===== config.mk =====
export PLATFORM = sky130hd
export DESIGN_NAME = icd_input_channels
export DESIGN_NICKNAME = d
export VERILOG_FILES = /design/src/icd_pkg.sv /design/src/icd_sync.sv /design/src/icd_input_channels.sv
export VERILOG_INCLUDE_DIRS = /design/src
export SDC_FILE = /design/constraint.sdc
export NUM_CORES = 1
export LEC_CHECK = 0
export ABC_AREA = 1
export BUFFER_PORTS_ARGS = -buffer_cell sky130_fd_sc_hd__buf_2
export CAP_MARGIN = 10
export CORE_MARGIN = 8
export CORE_UTILIZATION = 45
export DETAILED_ROUTE_END_ITERATION = 8
export PLACE_DENSITY = 0.69
export SLEW_MARGIN = 10
export SYNTH_ARGS = -nofsm -noshare
export SYNTH_HDL_FRONTEND = slang
export SYNTH_SLANG_ARGS = --single-unit

===== constraint.sdc =====
create_clock -name pclk -period 1.05 [get_ports pclk]
set_input_delay 0.1575 -clock pclk [delete_from_list [all_inputs] [get_ports pclk]]
set_output_delay 0.1575 -clock pclk [all_outputs]
set_load 0.005 [all_outputs]

===== src/icd_regs.svh =====
`ifndef ICD_REGS_SVH
`define ICD_REGS_SVH
// register byte offsets, one aligned word each
`define ICD_MAIN_KEY_OFF 12'h000
`define ICD_AUX_KEY_OFF 12'h004
`define ICD_SYS_STAT_OFF 12'h008
`define ICD_HAND_CTL_OFF 12'h00C
`define ICD_IMPULSE_OFF 12'h010
`define ICD_OPTLINK_OFF 12'h014
// channel width in bits
`define ICD_CHAN_W 15
// key code field, bits 1..5 as printed, low five bits here
`define ICD_KEY_LSB 0
`define ICD_KEY_W 5
// printed bit n sits at index n-1
`define ICD_AUX_MARK_BIT 5
`define ICD_AUX_REJECT_BIT 6
`define ICD_SYS_ULLAGE_BIT 0
`define ICD_SYS_LIFTOFF_BIT 4
`define ICD_SYS_OCODER_FAIL_BIT 6
`define ICD_SYS_PLAT_ON_BIT 8
`define ICD_SYS_GUIDE_SEL_BIT 9
`define ICD_SYS_CAGE_BIT 10
`define ICD_SYS_CODER_FAIL_BIT 11
`define ICD_SYS_PLAT_FAIL_BIT 12
`define ICD_SYS_DELAY_REQ_BIT 13
`define ICD_SYS_TEMP_OK_BIT 14
`define ICD_IMP_LANDER_BIT 10
`define ICD_IMP_CONTINUE_BIT 13
`define ICD_OPT_RANGE_Q_BIT 1
`define ICD_OPT_ZERO_BIT 3
`define ICD_OPT_COMP_BIT 4
`define ICD_OPT_BLOCK_UP_BIT 9
// reset value of every channel
`define ICD_CHAN_RST 15'h0000
// turn-on delay requested by the platform, seconds
`define ICD_PLAT_DELAY_S 90
`endif


===== src/icd_pkg.sv =====
package icd_pkg;
  typedef logic [14:0] icd_chan_t;
  // apb request
  typedef struct packed {
    logic psel;
    logic penable;
    logic pwrite;
    logic [11:0] paddr;
  } icd_apb_req_t;
  // discrete inputs from the far side
  typedef struct packed {
    logic main_key_strobe;
    logic [4:0] main_key_code;
    logic aux_key_strobe;
    logic [4:0] aux_key_code;
    logic mark;
    logic mark_reject;
    logic ullage;
    logic [2:0] sep_thrust;
    logic liftoff;
    logic optics_coder_fail;
    logic platform_on;
    logic guidance_sel;
    logic cage_on;
    logic coder_fail;
    logic platform_fail;
    logic delay_req;
    logic temp_ok;
    logic [5:0] rotation;
    logic [5:0] translation;
    logic [2:0] selectors;
    logic [5:0] min_impulse;
    logic lander_attached;
    logic continue_key;
    logic range_quality;
    logic optics_zero;
    logic optics_comp;
    logic block_uplink;
  } icd_disc_t;
endpackage


===== src/icd_sync.sv =====
`timescale 1ns/1ns
// two-flop synchroniser for a bus of discretes
module icd_sync
  import icd_pkg::*;
#(
  parameter int W = 1
)
(
  input wire logic pclk, // clock
  input wire logic presetn, // async reset, low
  input wire logic [W-1:0] d, // raw pin levels
  output logic [W-1:0] q // synchronised levels
);
  typedef struct packed {
    logic [W-1:0] s1;
    logic [W-1:0] s2;
  } icd_sync_st_t;
  icd_sync_st_t st_reg;
  icd_sync_st_t st_next;

  // first stage feeds only the second
  always_comb
  begin
    st_next.s1 = d;
    st_next.s2 = st_reg.s1;
  end

  always_ff @(posedge pclk or negedge presetn)
  begin
    if (!presetn)
      st_reg <= '0;
    else
      st_reg <= st_next;
  end

  assign q = st_reg.s2;
endmodule


===== src/icd_input_channels.sv =====
// Register access over APB and the register addresses were left to the implementer.
`timescale 1ns/1ns
`include "icd_regs.svh"
// Behaviour
// - main keyboard code in low five bits, except continue key; rest unused
// - auxiliary keyboard code in low five bits, same encoding as main
// - auxiliary bits 6 and 7 show sighting and discard buttons
// - status bit 1 shows ullage present from launcher unit
// - status bit 5 shows liftoff; bits 6 and 8 spare
// - status bits 2 to 4 carry switch states, ignored by logic
// - status bit 7 shows optics angle coder fail
// - status bit 9 shows inertial platform powered on
// - status bit 10 shows guidance selector at computer control
// - status bit 11 shows platform cage switch on
// - status bits 12 and 13 show coder and platform fail
// - status bit 14 requests 90 second platform turn-on delay
// - status bit 15 shows platform temperature within limits
// - hand controller bits 1 to 6 carry rotation commands
// - hand controller bits 7 to 12 carry translation commands
// - hand controller bits 13 to 15 show selector positions
// - impulse bits 1 to 6 carry minimum impulse inputs; bits 7 to 10, 12, 13 and 15 spare
// - impulse bit 11 shows lander vehicle attached
// - impulse bit 14 shows continue key pressed
// - link bit 2 shows ranging data quality; listed bits spare
// - link bits 4 and 5 show optics zero and computer modes
// - link bit 10 blocks uplink acceptance
// - each channel at most 15 independent bits
module icd_input_channels
  import icd_pkg::*;
(
  input wire logic pclk, // bus clock
  input wire logic presetn, // async reset, low
  input wire logic psel, // apb select
  input wire logic penable, // apb enable
  input wire logic pwrite, // apb direction
  input wire logic [11:0] paddr, // apb byte address
  input wire logic [31:0] pwdata, // apb write data, unused
  output logic [31:0] prdata, // apb read data
  output logic pready, // apb ready
  output logic pslverr, // apb error
  input wire icd_disc_t disc, // raw discretes from pins
  output logic uplink_blocked // uplink acceptance blocked
);
  localparam int DW = $bits(icd_disc_t);

  ////////////////////////////////////////////////////////////////////
  // state
  typedef struct packed {
    icd_chan_t main_key;
    icd_chan_t aux_key;
    icd_chan_t sys_stat;
    icd_chan_t hand_ctl;
    icd_chan_t impulse;
    icd_chan_t optlink;
    logic [31:0] rdata;
    logic rerr;
  } icd_state_t;

  icd_state_t st_reg;
  icd_state_t st_next;
  icd_disc_t ds;
  logic [DW-1:0] ds_raw;
  logic access;
  logic write_hit;
  icd_chan_t rd_sel;
  logic rd_ok;

  ////////////////////////////////////////////////////////////////////
  // every pin passes two flops before use
  icd_sync #(
    .W(DW)
  ) u_sync (
    .pclk(pclk),
    .presetn(presetn),
    .d(disc),
    .q(ds_raw)
  );
  assign ds = icd_disc_t'(ds_raw);

  ////////////////////////////////////////////////////////////////////
  // apb decode; setup phase only samples, access completes at once
  assign access = psel && penable;
  assign write_hit = access && pwrite;

  // read mux by address; unmapped words answer with slverr
  always_comb
  begin
    rd_sel = `ICD_CHAN_RST;
    rd_ok = 1'b1;
    case (paddr)
      `ICD_MAIN_KEY_OFF: rd_sel = st_reg.main_key;
      `ICD_AUX_KEY_OFF: rd_sel = st_reg.aux_key;
      `ICD_SYS_STAT_OFF: rd_sel = st_reg.sys_stat;
      `ICD_HAND_CTL_OFF: rd_sel = st_reg.hand_ctl;
      `ICD_IMPULSE_OFF: rd_sel = st_reg.impulse;
      `ICD_OPTLINK_OFF: rd_sel = st_reg.optlink;
      default: rd_ok = 1'b0;
    endcase
  end

  ////////////////////////////////////////////////////////////////////
  // channel images, refreshed every cycle from synchronised pins
  always_comb
  begin
    st_next = st_reg;
    // unused positions default to zero
    st_next.main_key = `ICD_CHAN_RST;
    st_next.aux_key = `ICD_CHAN_RST;
    st_next.sys_stat = `ICD_CHAN_RST;
    st_next.hand_ctl = `ICD_CHAN_RST;
    st_next.impulse = `ICD_CHAN_RST;
    st_next.optlink = `ICD_CHAN_RST;
    // key code held while the keyboard strobes it
    if (ds.main_key_strobe)
      st_next.main_key[`ICD_KEY_LSB +: `ICD_KEY_W] = ds.main_key_code;
    if (ds.aux_key_strobe)
      st_next.aux_key[`ICD_KEY_LSB +: `ICD_KEY_W] = ds.aux_key_code;
    st_next.aux_key[`ICD_AUX_MARK_BIT] = ds.mark;
    st_next.aux_key[`ICD_AUX_REJECT_BIT] = ds.mark_reject;
    st_next.sys_stat[`ICD_SYS_ULLAGE_BIT] = ds.ullage;
    // switch states reach software only; nothing here reacts
    st_next.sys_stat[3:1] = ds.sep_thrust;
    st_next.sys_stat[`ICD_SYS_LIFTOFF_BIT] = ds.liftoff;
    st_next.sys_stat[`ICD_SYS_OCODER_FAIL_BIT] = ds.optics_coder_fail;
    st_next.sys_stat[`ICD_SYS_PLAT_ON_BIT] = ds.platform_on;
    st_next.sys_stat[`ICD_SYS_GUIDE_SEL_BIT] = ds.guidance_sel;
    st_next.sys_stat[`ICD_SYS_CAGE_BIT] = ds.cage_on;
    st_next.sys_stat[`ICD_SYS_CODER_FAIL_BIT] = ds.coder_fail;
    st_next.sys_stat[`ICD_SYS_PLAT_FAIL_BIT] = ds.platform_fail;
    // software times the delay; only the request is passed
    st_next.sys_stat[`ICD_SYS_DELAY_REQ_BIT] = ds.delay_req;
    st_next.sys_stat[`ICD_SYS_TEMP_OK_BIT] = ds.temp_ok;
    st_next.hand_ctl[5:0] = ds.rotation;
    st_next.hand_ctl[11:6] = ds.translation;
    st_next.hand_ctl[14:12] = ds.selectors;
    st_next.impulse[5:0] = ds.min_impulse;
    st_next.impulse[`ICD_IMP_LANDER_BIT] = ds.lander_attached;
    st_next.impulse[`ICD_IMP_CONTINUE_BIT] = ds.continue_key;
    st_next.optlink[`ICD_OPT_RANGE_Q_BIT] = ds.range_quality;
    st_next.optlink[`ICD_OPT_ZERO_BIT] = ds.optics_zero;
    st_next.optlink[`ICD_OPT_COMP_BIT] = ds.optics_comp;
    st_next.optlink[`ICD_OPT_BLOCK_UP_BIT] = ds.block_uplink;
    // read data captured in setup so it stands during access
    if (psel && !penable)
    begin
      st_next.rdata = {17'h00000, rd_sel};
      st_next.rerr = !rd_ok || pwrite;
    end
  end

  ////////////////////////////////////////////////////////////////////
  always_ff @(posedge pclk or negedge presetn)
  begin
    if (!presetn)
      st_reg <= '0;
    else
      st_reg <= st_next;
  end

  ////////////////////////////////////////////////////////////////////
  // outputs; all channels read-only, so writes get slverr
  assign prdata = st_reg.rdata;
  assign pready = 1'b1;
  assign pslverr = access && st_reg.rerr;
  assign uplink_blocked = st_reg.optlink[`ICD_OPT_BLOCK_UP_BIT];
endmodule


* Yosys cells after proc, flatten, opt, wreduce, memory -nomap -nowiden *
Cells that the tools add are included.

storage, ports and cells
  flip-flop bits (word level) = 176
  output and inout port bits = 35
  word-level logic and storage cells = 27

cells by class
  equal/unequal tests = 5
  mux-type cells = 4
  reductions and logical operators = 8

operator list
  cell                                             count
  one-hot mux 15 bit (6 select lines)              1
  == test 12 x 4 -> 1 bit (second input constant)  2
  == test 12 x 5 -> 1 bit (second input constant)  2
  == test 12 x 3 -> 1 bit (second input constant)  1
  zero test 12 bit                                 1
  two-way mux 5 bit                                2
  OR reduction 6 bit                               1
  logical AND 1 bit                                3
  zero test 1 bit                                  2
  logical OR 1 bit                                 1
  two-way mux 1 bit                                1

* Depth between registers and ports, before layout *
Gate-level depths: netlist of run 1.

  word-level depth = 5
  gate-level depth with buffers = 10

* Hierarchy *
Synthesis of run 1 repeated with hierarchy kept, for this count alone.

unflattened totals
  cells, all modules = 421
  area total of the unflattened synthesis = 5606.6 µm²

by module, submodules not included
  module              times used  cells an instance  area an instance (µm²)
  icd_input_channels  1           313                2904.0
  icd_sync            1           108                2702.6

* Least setup slack after synthesis of run 1 *
Ideal clock, no wire load.

  path kind = input-to-reg
  start = input paddr[11]
  end = register st_reg[0] in the netlist's numbering
  setup time = 0.123 ns
  arrival time = 0.994 ns
  data required time = 0.927 ns
  setup slack = -0.067 ns
  stages = 8
  path buffers = 0
  path through = nor2_1 nand2_2 inv_1 nand3_2 nand2_1 nor2_1 o21ai_0 nand2_1

on the way
  longest elaborated chain between the ends = 5
  elaborated cells between the ends (all ways) = 10
  classes of those cells = eq/ne: 5; mux: 1; reduce/logical: 4

ends and longest elaborated chain
  element                                                line                       RTL
  from (decl)                                            icd_input_channels.sv:36   input wire logic [11:0] paddr,
  == test 12 x 5 -> 1 bit, or another cell as far along  icd_input_channels.sv:90   case (paddr)
  OR reduction 6 bit (no source line) *                  --
  two-way mux 1 bit *                                    icd_input_channels.sv:90
  zero test 1 bit *                                      icd_input_channels.sv:147  st_next.rerr = !rd_ok || pwrite;
  logical OR 1 bit *                                     icd_input_channels.sv:147
  to (signal assigned)                                   icd_input_channels.sv:157  st_reg <= st_next;
  to (decl)                                              icd_input_channels.sv:59   icd_state_t st_reg;

Mark *: on every way between the ends. The rest lies on a longest branch, timed or not.
A chain may end at the register's enable or synchronous reset.

* Worst setup path in the final report of run 1 *
  start = register st_reg[0] in the netlist's numbering
  end = output pslverr

on the way
  longest elaborated chain between the ends = 1

ends and longest elaborated chain
  element            line                       RTL
  logical AND 1 bit  icd_input_channels.sv:164  assign pslverr = access && st_reg.rerr;
  to (decl)          icd_input_channels.sv:40   output logic pslverr,

Every way passes these cells.

==> Flow_metrics.wiki, run 1 <==
{| class="wikitable"
! Metric !! Value
|-
| CTS Buf Count || 17
|-
| Cell with the most instances after synthesis || sky130_fd_sc_hd__dfrtp_1
|-
| Root buf cell || sky130_fd_sc_hd__clkbuf_16
|-
| Later-pin clock latency in the skew report || between 0.4 and 0.5 ns
|-
| Element type at the critical path end || output port
|-
| Number of synthesis warnings || 0
|-
| Worst path setup slack after routing || -0.0953 ns
|-
| Vias in the first global route || roughly 3,700
|-
| Total of cells resized after clock tree synthesis || 0
|-
| EDFF count, synth || 0
|-
| Endpoints failing setup || 17
|-
| GRT Util Overall || approximately 14%
|-
| Number of distinct library cells after synthesis || 19
|-
| Count of mapped cells out of synthesis || about 420
|-
| Routed wire length || roughly 10 mm
|-
| VDD IR-drop max || approximately 1.2 mV
|-
| Initial core utilization || between 40% and 50%
|-
| Synthesis-stage register bit count || between 150 and 200
|-
| Routed wirelength normalized by instance count || between 10 and 15 um
|-
| Count of pins on the block boundary || ~140
|-
| Total gr overflow || 0
|-
| Count of antenna diodes in the layout || 0
|-
| Highest net fanout along the worst path || 2
|-
| Core area || 0.0121 mm^2
|-
| Type of the most critical hold path || input port to async pin
|-
| Pin count of the biggest net entering global routing || 48
|-
| Power Dens Cells || 1880 mW/mm^2
|-
| GP Congestion || 0.910
|-
| HPWL after detailed placement || 7.10 mm
|-
| Most used standard cells in the synthesized netlist || 176 x sky130_fd_sc_hd__dfrtp_1, 93 x sky130_fd_sc_hd__nand2_1, 41 x sky130_fd_sc_hd__nand3_1
|-
| # H-tree levels || 4
|-
| Kind of start point of the critical path || flip-flop
|-
| Clk buf depth || 2
|-
| Count of buffers from port buffering || just under 90
|-
| Final Cycle Share || 109%
|-
| Setup repair after global routing missed its margin || true
|-
| Routed via count divided by cell count || approximately 4.3
|-
| CP required || 0.89 ns
|-
| Cell Area, Synth || between 0.005 and 0.006 mm^2
|-
| Post-synthesis cell type with the largest combined area || sky130_fd_sc_hd__dfrtp_1
|-
| Vias after detailed routing || approximately 3,400
|-
| Fin Hold WS || 0.186 ns
|-
| Count of TritonRoute iterations in the first routing pass || 4
|-
| Total count of hold-check failures in the final report || 0
|-
| Number of nets at the end of the flow || roughly 700
|-
| Number of antenna violations at the first check in global routing || 0
|-
| Syn-to-layout area delta || 35.5%
|-
| Data arrival time of the worst path || roughly 0.99 ns
|-
| Die Area || between 0.015 and 0.02 mm^2
|-
| Fraction of layout cells with a size suffix above 1 || between 20 and 30%
|-
| Clock Pin Slew Worst Setup and Hold Paths || ~0.060 ns
|-
| Total DRC errors in the routed layout || 0
|-
| Result of the run || finished with violations
|-
| Fin area || about 0.0076 mm^2
|-
| Syn avg cell area || 13.3 um^2
|-
| Dominant cells by area after synthesis || sky130_fd_sc_hd__dfrtp_1 79%, sky130_fd_sc_hd__nand2_1 6.2%, sky130_fd_sc_hd__buf_4 4.4%
|-
| Total Negative Setup Slacks || -0.601 ns
|-
| CTS tree || yes
|-
| Peak Freq || 873 MHz
|-
| Commonest register cell after synthesis || sky130_fd_sc_hd__dfrtp_1
|-
| Placed Instance Area || ~0.0063 mm^2
|-
| Asr flop ratio synth || 100%
|-
| Fraction of post-synthesis cell area in the top cell type by area || 78.6%
|-
| Number of nets with antenna violations after routing || 0
|-
| Standby leakage power || between 3 and 4 nW
|-
| Initial DRC Count || between 100 and 150
|-
| Sink count of the clock tree || between 150 and 200
|-
| Critical path class || flip-flop to output port
|-
| Die height || approximately 130 um
|-
| Failing checks || setup timing
|-
| Cell row count || 40
|-
| Die boundary width || roughly 130 um
|-
| Worst setup skew after layout || ~0.0085 ns
|-
| Filler cell count in the final layout || between 900 and 1,000
|-
| Number of max-cap violations || 0
|-
| Number of slew-limit violations in the final report || 0
|-
| Global-route wire length before repair || around 17 mm
|-
| Final min period || 1.15 ns
|-
| Part of the Yosys area used for sequential elements || approximately 79%
|}
==> what timing repair did <==
item,CTS,global route
setup buffers,8,4
endpoints found under the hold margin,231,0
pin swaps,1,0
hold buffers,56,0
setup endpoints to repair,17,17
==> critical path, stage by stage, from the launching register on <==
cell and delay [ns]:
sky130_fd_sc_hd__dfrtp_1 0.38, sky130_fd_sc_hd__nand2_1 0.06, sky130_fd_sc_hd__nor2_1 0.03, sky130_fd_sc_hd__buf_2 0.12
==> per-layer routing <==
metal / global-route usage [%] / vias to the layer above / part of all wire [%]
li1: - / 1609 / -
met1: 16.5 / 1618 / 41
met2: 22.3 / 120 / 50
met3: 3.99 / 20 / 6.4
met4: 7.34 / 0 / 2.4
met5: 0 / - / 0
==> power by group <==
part	internal (W)	total, W	switching [W]
sequential	0.00711	0.00722	0.000108
combinational	0.000350	0.000687	0.000337
clock	0.00386	0.00637	0.00251
==> placed cells by master, fill, tap and decap left out, types with 2 or more instances in the layout <==
cell / n
sky130_fd_sc_hd__dlygate4sd3_1: 56
sky130_fd_sc_hd__dfrtp_1: 176
sky130_fd_sc_hd__clkbuf_16: 17
sky130_fd_sc_hd__nand3_1: 40
sky130_fd_sc_hd__inv_8: 2
sky130_fd_sc_hd__inv_2: 2
sky130_fd_sc_hd__buf_4: 34
sky130_fd_sc_hd__nor2_1: 23
sky130_fd_sc_hd__nand2_1: 93
sky130_fd_sc_hd__inv_6: 5
sky130_fd_sc_hd__buf_12: 5
sky130_fd_sc_hd__clkinv_2: 2
sky130_fd_sc_hd__nor2_2: 5
sky130_fd_sc_hd__nor2_4: 5
sky130_fd_sc_hd__bufinv_16: 3
sky130_fd_sc_hd__nand2_2: 3
sky130_fd_sc_hd__a21oi_1: 3
sky130_fd_sc_hd__nand3_2: 2
sky130_fd_sc_hd__buf_2: 86
sky130_fd_sc_hd__inv_1: 23
sky130_fd_sc_hd__conb_1: 18
==> per-stage QoR <==
stage,instances,util (%),total power (W),setup WS [ns]
6_report,782,62.7,0.0143,-0.0953
5_1_grt,782,62.7,0.0149,-0.158
4_1_cts,778,62.5,0.0145,-0.122
3_5_place_dp,682,52.3,0.00787,-0.270
3_3_place_gp,682,52.3,0.00785,-0.229
2_1_floorplan,437,-,0.00750,0.00366
==> worst paths after layout <==
check / start / end / slack [ns] / cells after the start
worst min register to register: u_sync.st_next[27] / u_sync.q[27] / 0.34 / 0
worst max register to register: uplink_blocked / prdata[9] / 0.14 / 5
max in group asynchronous: presetn / prdata[9] / 0.34 / 3
worst min-delay path: presetn / u_sync.st_next[50] / 0.19 / 2
worst max-delay path: st_reg[0] / pslverr / -0.1 / 3
min in group pclk: psel / prdata[14] / 0.23 / 5
==> area by class of cell <==
class / count / area [um^2] / share of cell area (%)
tap: 168 / 210 / 2.77
clock buffer: 19 / 443 / 5.83
multi-input combinational: 197 / 898 / 11.8
timing repair buffer: 182 / 1360 / 17.9
inverter: 27 / 109 / 1.43
sequential: 176 / 4400 / 58.0
clock inverter: 13 / 174 / 2.29
==> cell families after synthesis <==
family | Yosys count | synth area share [%]
flops | 176 | 78.6
simple gates | 174 | 13.9
buf+inv | 64 | 6.90
compound gates | 5 | 0.513
other cells | 2 | 0.134
No activity file was read; power rests on OpenSTA's default activity.
==> inputs of run 2 (changes only) <==
Settings changed: CTS_BUF_LIST set to sky130_fd_sc_hd__clkbuf_4 sky130_fd_sc_hd__clkbuf_8.
==> Flow_metrics.wiki, run 2 (synthesis gave the netlist of run 1 again) <==
{| class="wikitable"
! Metric !! Value
|-
| Core area || 0.0121 mm^2 (unchanged)
|-
| Count of antenna diodes in the layout || 0 (unchanged)
|-
| Pin count of the biggest net entering global routing || 48 (unchanged)
|-
| Fraction of layout cells with a size suffix above 1 || 29.8% (+0.51 points)
|-
| HPWL after detailed placement || 7.10 mm (unchanged)
|-
| Kind of start point of the critical path || flip-flop
|-
| WL met1 || 4.41 mm (+3.6%)
|-
| Number of nets at the end of the flow || 707 (+0.43%)
|-
| Met2 WL || 4.93 mm (-3.4%)
|-
| Endpoints failing setup || 17 (unchanged)
|-
| Cell row count || 40 (unchanged)
|-
| CTS tree || yes
|-
| Die Area || 0.0163 mm^2 (unchanged)
|-
| Element type at the critical path end || output port
|-
| Syn-to-layout area delta || 32.5%
|-
| Pint || 0.00996 W (-12%)
|-
| Number of max-cap violations || 0 (unchanged)
|-
| Final min period || 1.18 ns (+0.0315 ns)
|-
| Share of total power in the clock network || 37.9% (-6.7 points)
|-
| Comb pwr share || 5.5% (+0.7 points)
|-
| Worst setup skew after layout || 0.0112 ns (+0.00271 ns)
|-
| Root buf cell || sky130_fd_sc_hd__clkbuf_8
|-
| Fin Hold WS || 0.160 ns (-0.0260 ns)
|-
| Worst path max stage delay || 0.38 ns (about the same)
|-
| Path depth of the worst reg2reg path || 5 (unchanged)
|-
| Type of the most critical hold path || input port to async pin
|-
| Number of slew-limit violations in the final report || 0 (unchanged)
|-
| Die height || 128 um (unchanged)
|-
| Highest net fanout along the worst path || 2 (unchanged)
|-
| Vias after detailed routing || 3,318 (-1.5%)
|-
| VDD IR-drop max || 1.06 mV (-9.7%)
|-
| Flop pwr share || 56.6% (+6.0 points)
|-
| GP Congestion || 0.910 (unchanged)
|-
| WL met3 || 603 um (-8.9%)
|-
| Final Cycle Share || 112% (+3.0 points)
|-
| Routed via count divided by cell count || 4.23 (-1.8%)
|-
| Count of buffers from port buffering || 87 (unchanged)
|-
| Filler cell count in the final layout || 941 (+2.1%)
|-
| Net Sw Power || 0.00277 W (-6.1%)
|-
| CTS Buf Count || 17 (unchanged)
|-
| Data arrival time of the worst path || 1.02 ns (+0.03 ns)
|-
| Clock Pin Slew Worst Setup and Hold Paths || 0.08 ns (+0.02 ns)
|-
| Initial DRC Count || 84 (-31%)
|-
| Number of antenna violations at the first check in global routing || 0 (unchanged)
|-
| Flop2flop setup slack || 0.14 ns (about the same)
|-
| Number of nets with antenna violations after routing || 0 (unchanged)
|-
| Placed Cells incl. Taps || 682 (unchanged)
|-
| Power Dens Cells || 1710 mW/mm^2 (-8.8%)
|-
| Total of cells resized after clock tree synthesis || 0 (unchanged)
|-
| Later-pin clock latency in the skew report || 0.44 ns (+0.03 ns)
|-
| Total count of hold-check failures in the final report || 0 (unchanged)
|-
| Routed wirelength normalized by instance count || 13.0 um (-1.3%)
|-
| Crit path from || st_reg[0]
|-
| Endpoint of the lowest-slack register-to-register path || prdata[9]
|-
| Total gr overflow || 0 (unchanged)
|-
| GRT Util Overall || 13.7% (-0.12 points)
|-
| Critical path class || flip-flop to output port
|-
| Count of TritonRoute iterations in the first routing pass || 4 (unchanged)
|-
| Failing checks || setup timing
|-
| Vias in the first global route || 3,663 (-0.79%)
|-
| Global-route wire length before repair || 17.4 mm (-0.43%)
|-
| Die boundary width || 128 um (unchanged)
|-
| Sink count of the clock tree || 176 (unchanged)
|-
| Worst path setup slack after routing || -0.127 ns (-0.0315 ns)
|-
| Cells along the critical path || nand2_1 > nor2_1 > buf_2
|-
| Standby leakage power || 3.78 nW (-1.8%)
|-
| Net switching fraction of the power || 21.8% (+1.1 points)
|-
| Initial core utilization || 46.3% (unchanged)
|-
| Source of the worst register-to-register timing path || uplink_blocked
|-
| Routed wire length || 10.2 mm (-0.95%)
|-
| Commonest cells after routing, fill and taps aside || 176 x sky130_fd_sc_hd__dfrtp_1, 93 x sky130_fd_sc_hd__nand2_1, 86 x sky130_fd_sc_hd__buf_2, 56 x sky130_fd_sc_hd__dlygate4sd3_1, 40 x sky130_fd_sc_hd__nand3_1
|-
| Layout Cells excl Fill || 785 (+0.38%)
|-
| Total DRC errors in the routed layout || 0 (unchanged)
|-
| Most common cell after layout, fill and taps aside || sky130_fd_sc_hd__dfrtp_1
|-
| Slowest CP cell || sky130_fd_sc_hd__dfrtp_1
|-
| Count of pins on the block boundary || 138 (unchanged)
|-
| CP required || 0.89 ns (about the same)
|-
| Setup repair after global routing missed its margin || true
|-
| Peak Freq || 850 MHz (-2.7%)
|-
| Final Total Pwr || 0.0127 W (-11%)
|-
| # H-tree levels || 4 (unchanged)
|-
| Result of the run || finished with violations
|-
| Clk buf depth || 2 (unchanged)
|-
| Highest metal layer used by the detailed router || met4
|}
-- run 2: changes by cell type in the layout (fill, tap and decap cells not counted), sizes merged --
cell and change:
buf +3
-- run 2: worst max path at each step --
stage / endpoint / depth (start not counted) / slack [ns]
2_1_floorplan: prdata[10] / 8 / 0.004
3_3_place_gp: prdata[0] / 11 / -0.23
3_5_place_dp: prdata[6] / 10 / -0.27
4_1_cts: pslverr / 3 / -0.16
5_1_grt: pslverr / 3 / -0.21
6_report: pslverr / 3 / -0.13
-- run 2: repair_timing --
item	4_1_cts	5_1_grt
hold buffers	56	0
setup endpoints to repair	17	17
pin swaps	1	0
endpoints found under the hold margin	231	0
buffers inserted	9	6
-- run 2: layout make-up --
class / count / area, um^2 / share of cell area [%]
inverter: 27 / 109 / 1.46
sequential: 176 / 4400 / 59.3
tap: 168 / 210 / 2.83
clock inverter: 13 / 174 / 2.34
clock buffer: 19 / 255 / 3.43
multi-input combinational: 197 / 898 / 12.1
timing repair buffer: 185 / 1380 / 18.6
-- run 2: power groups by stage --
stage / clock [W] / combinational, W / sequential, W
global placement: 0 / 0.000509 / 0.00734
detailed placement: 0 / 0.000525 / 0.00735
floorplan: 0 / 0.000203 / 0.00730
global route: 0.00528 / 0.000789 / 0.00724
finish: 0.00483 / 0.000702 / 0.00720
CTS: 0.00497 / 0.000697 / 0.00721
-- run 2: layer usage --
metal | vias up | GRT usage [%]
li1 | 1614 | -
met1 | 1574 | 16.7
met2 | 113 | 22.0
met3 | 17 | 4.16
met4 | 0 | 6.50
met5 | - | 0
-- run 2: worst max-delay path: cells and delay by family (launching register included) --
family	cells	cell delay (ns)
flops	1	0.38
simple gates	2	0.09
buf+inv	1	0.12
-- run 2: metrics by stage --
step,util (%),instance area (um^2),setup TNS [ns],setup slack (ns)
floorplan,-,5700,0,0.00366
global placement,52.3,6330,-2.96,-0.229
detailed placement,52.3,6330,-3.59,-0.270
CTS,61.0,7390,-1.63,-0.163
global route,61.4,7430,-2.02,-0.208
finish,61.4,7430,-1.09,-0.127
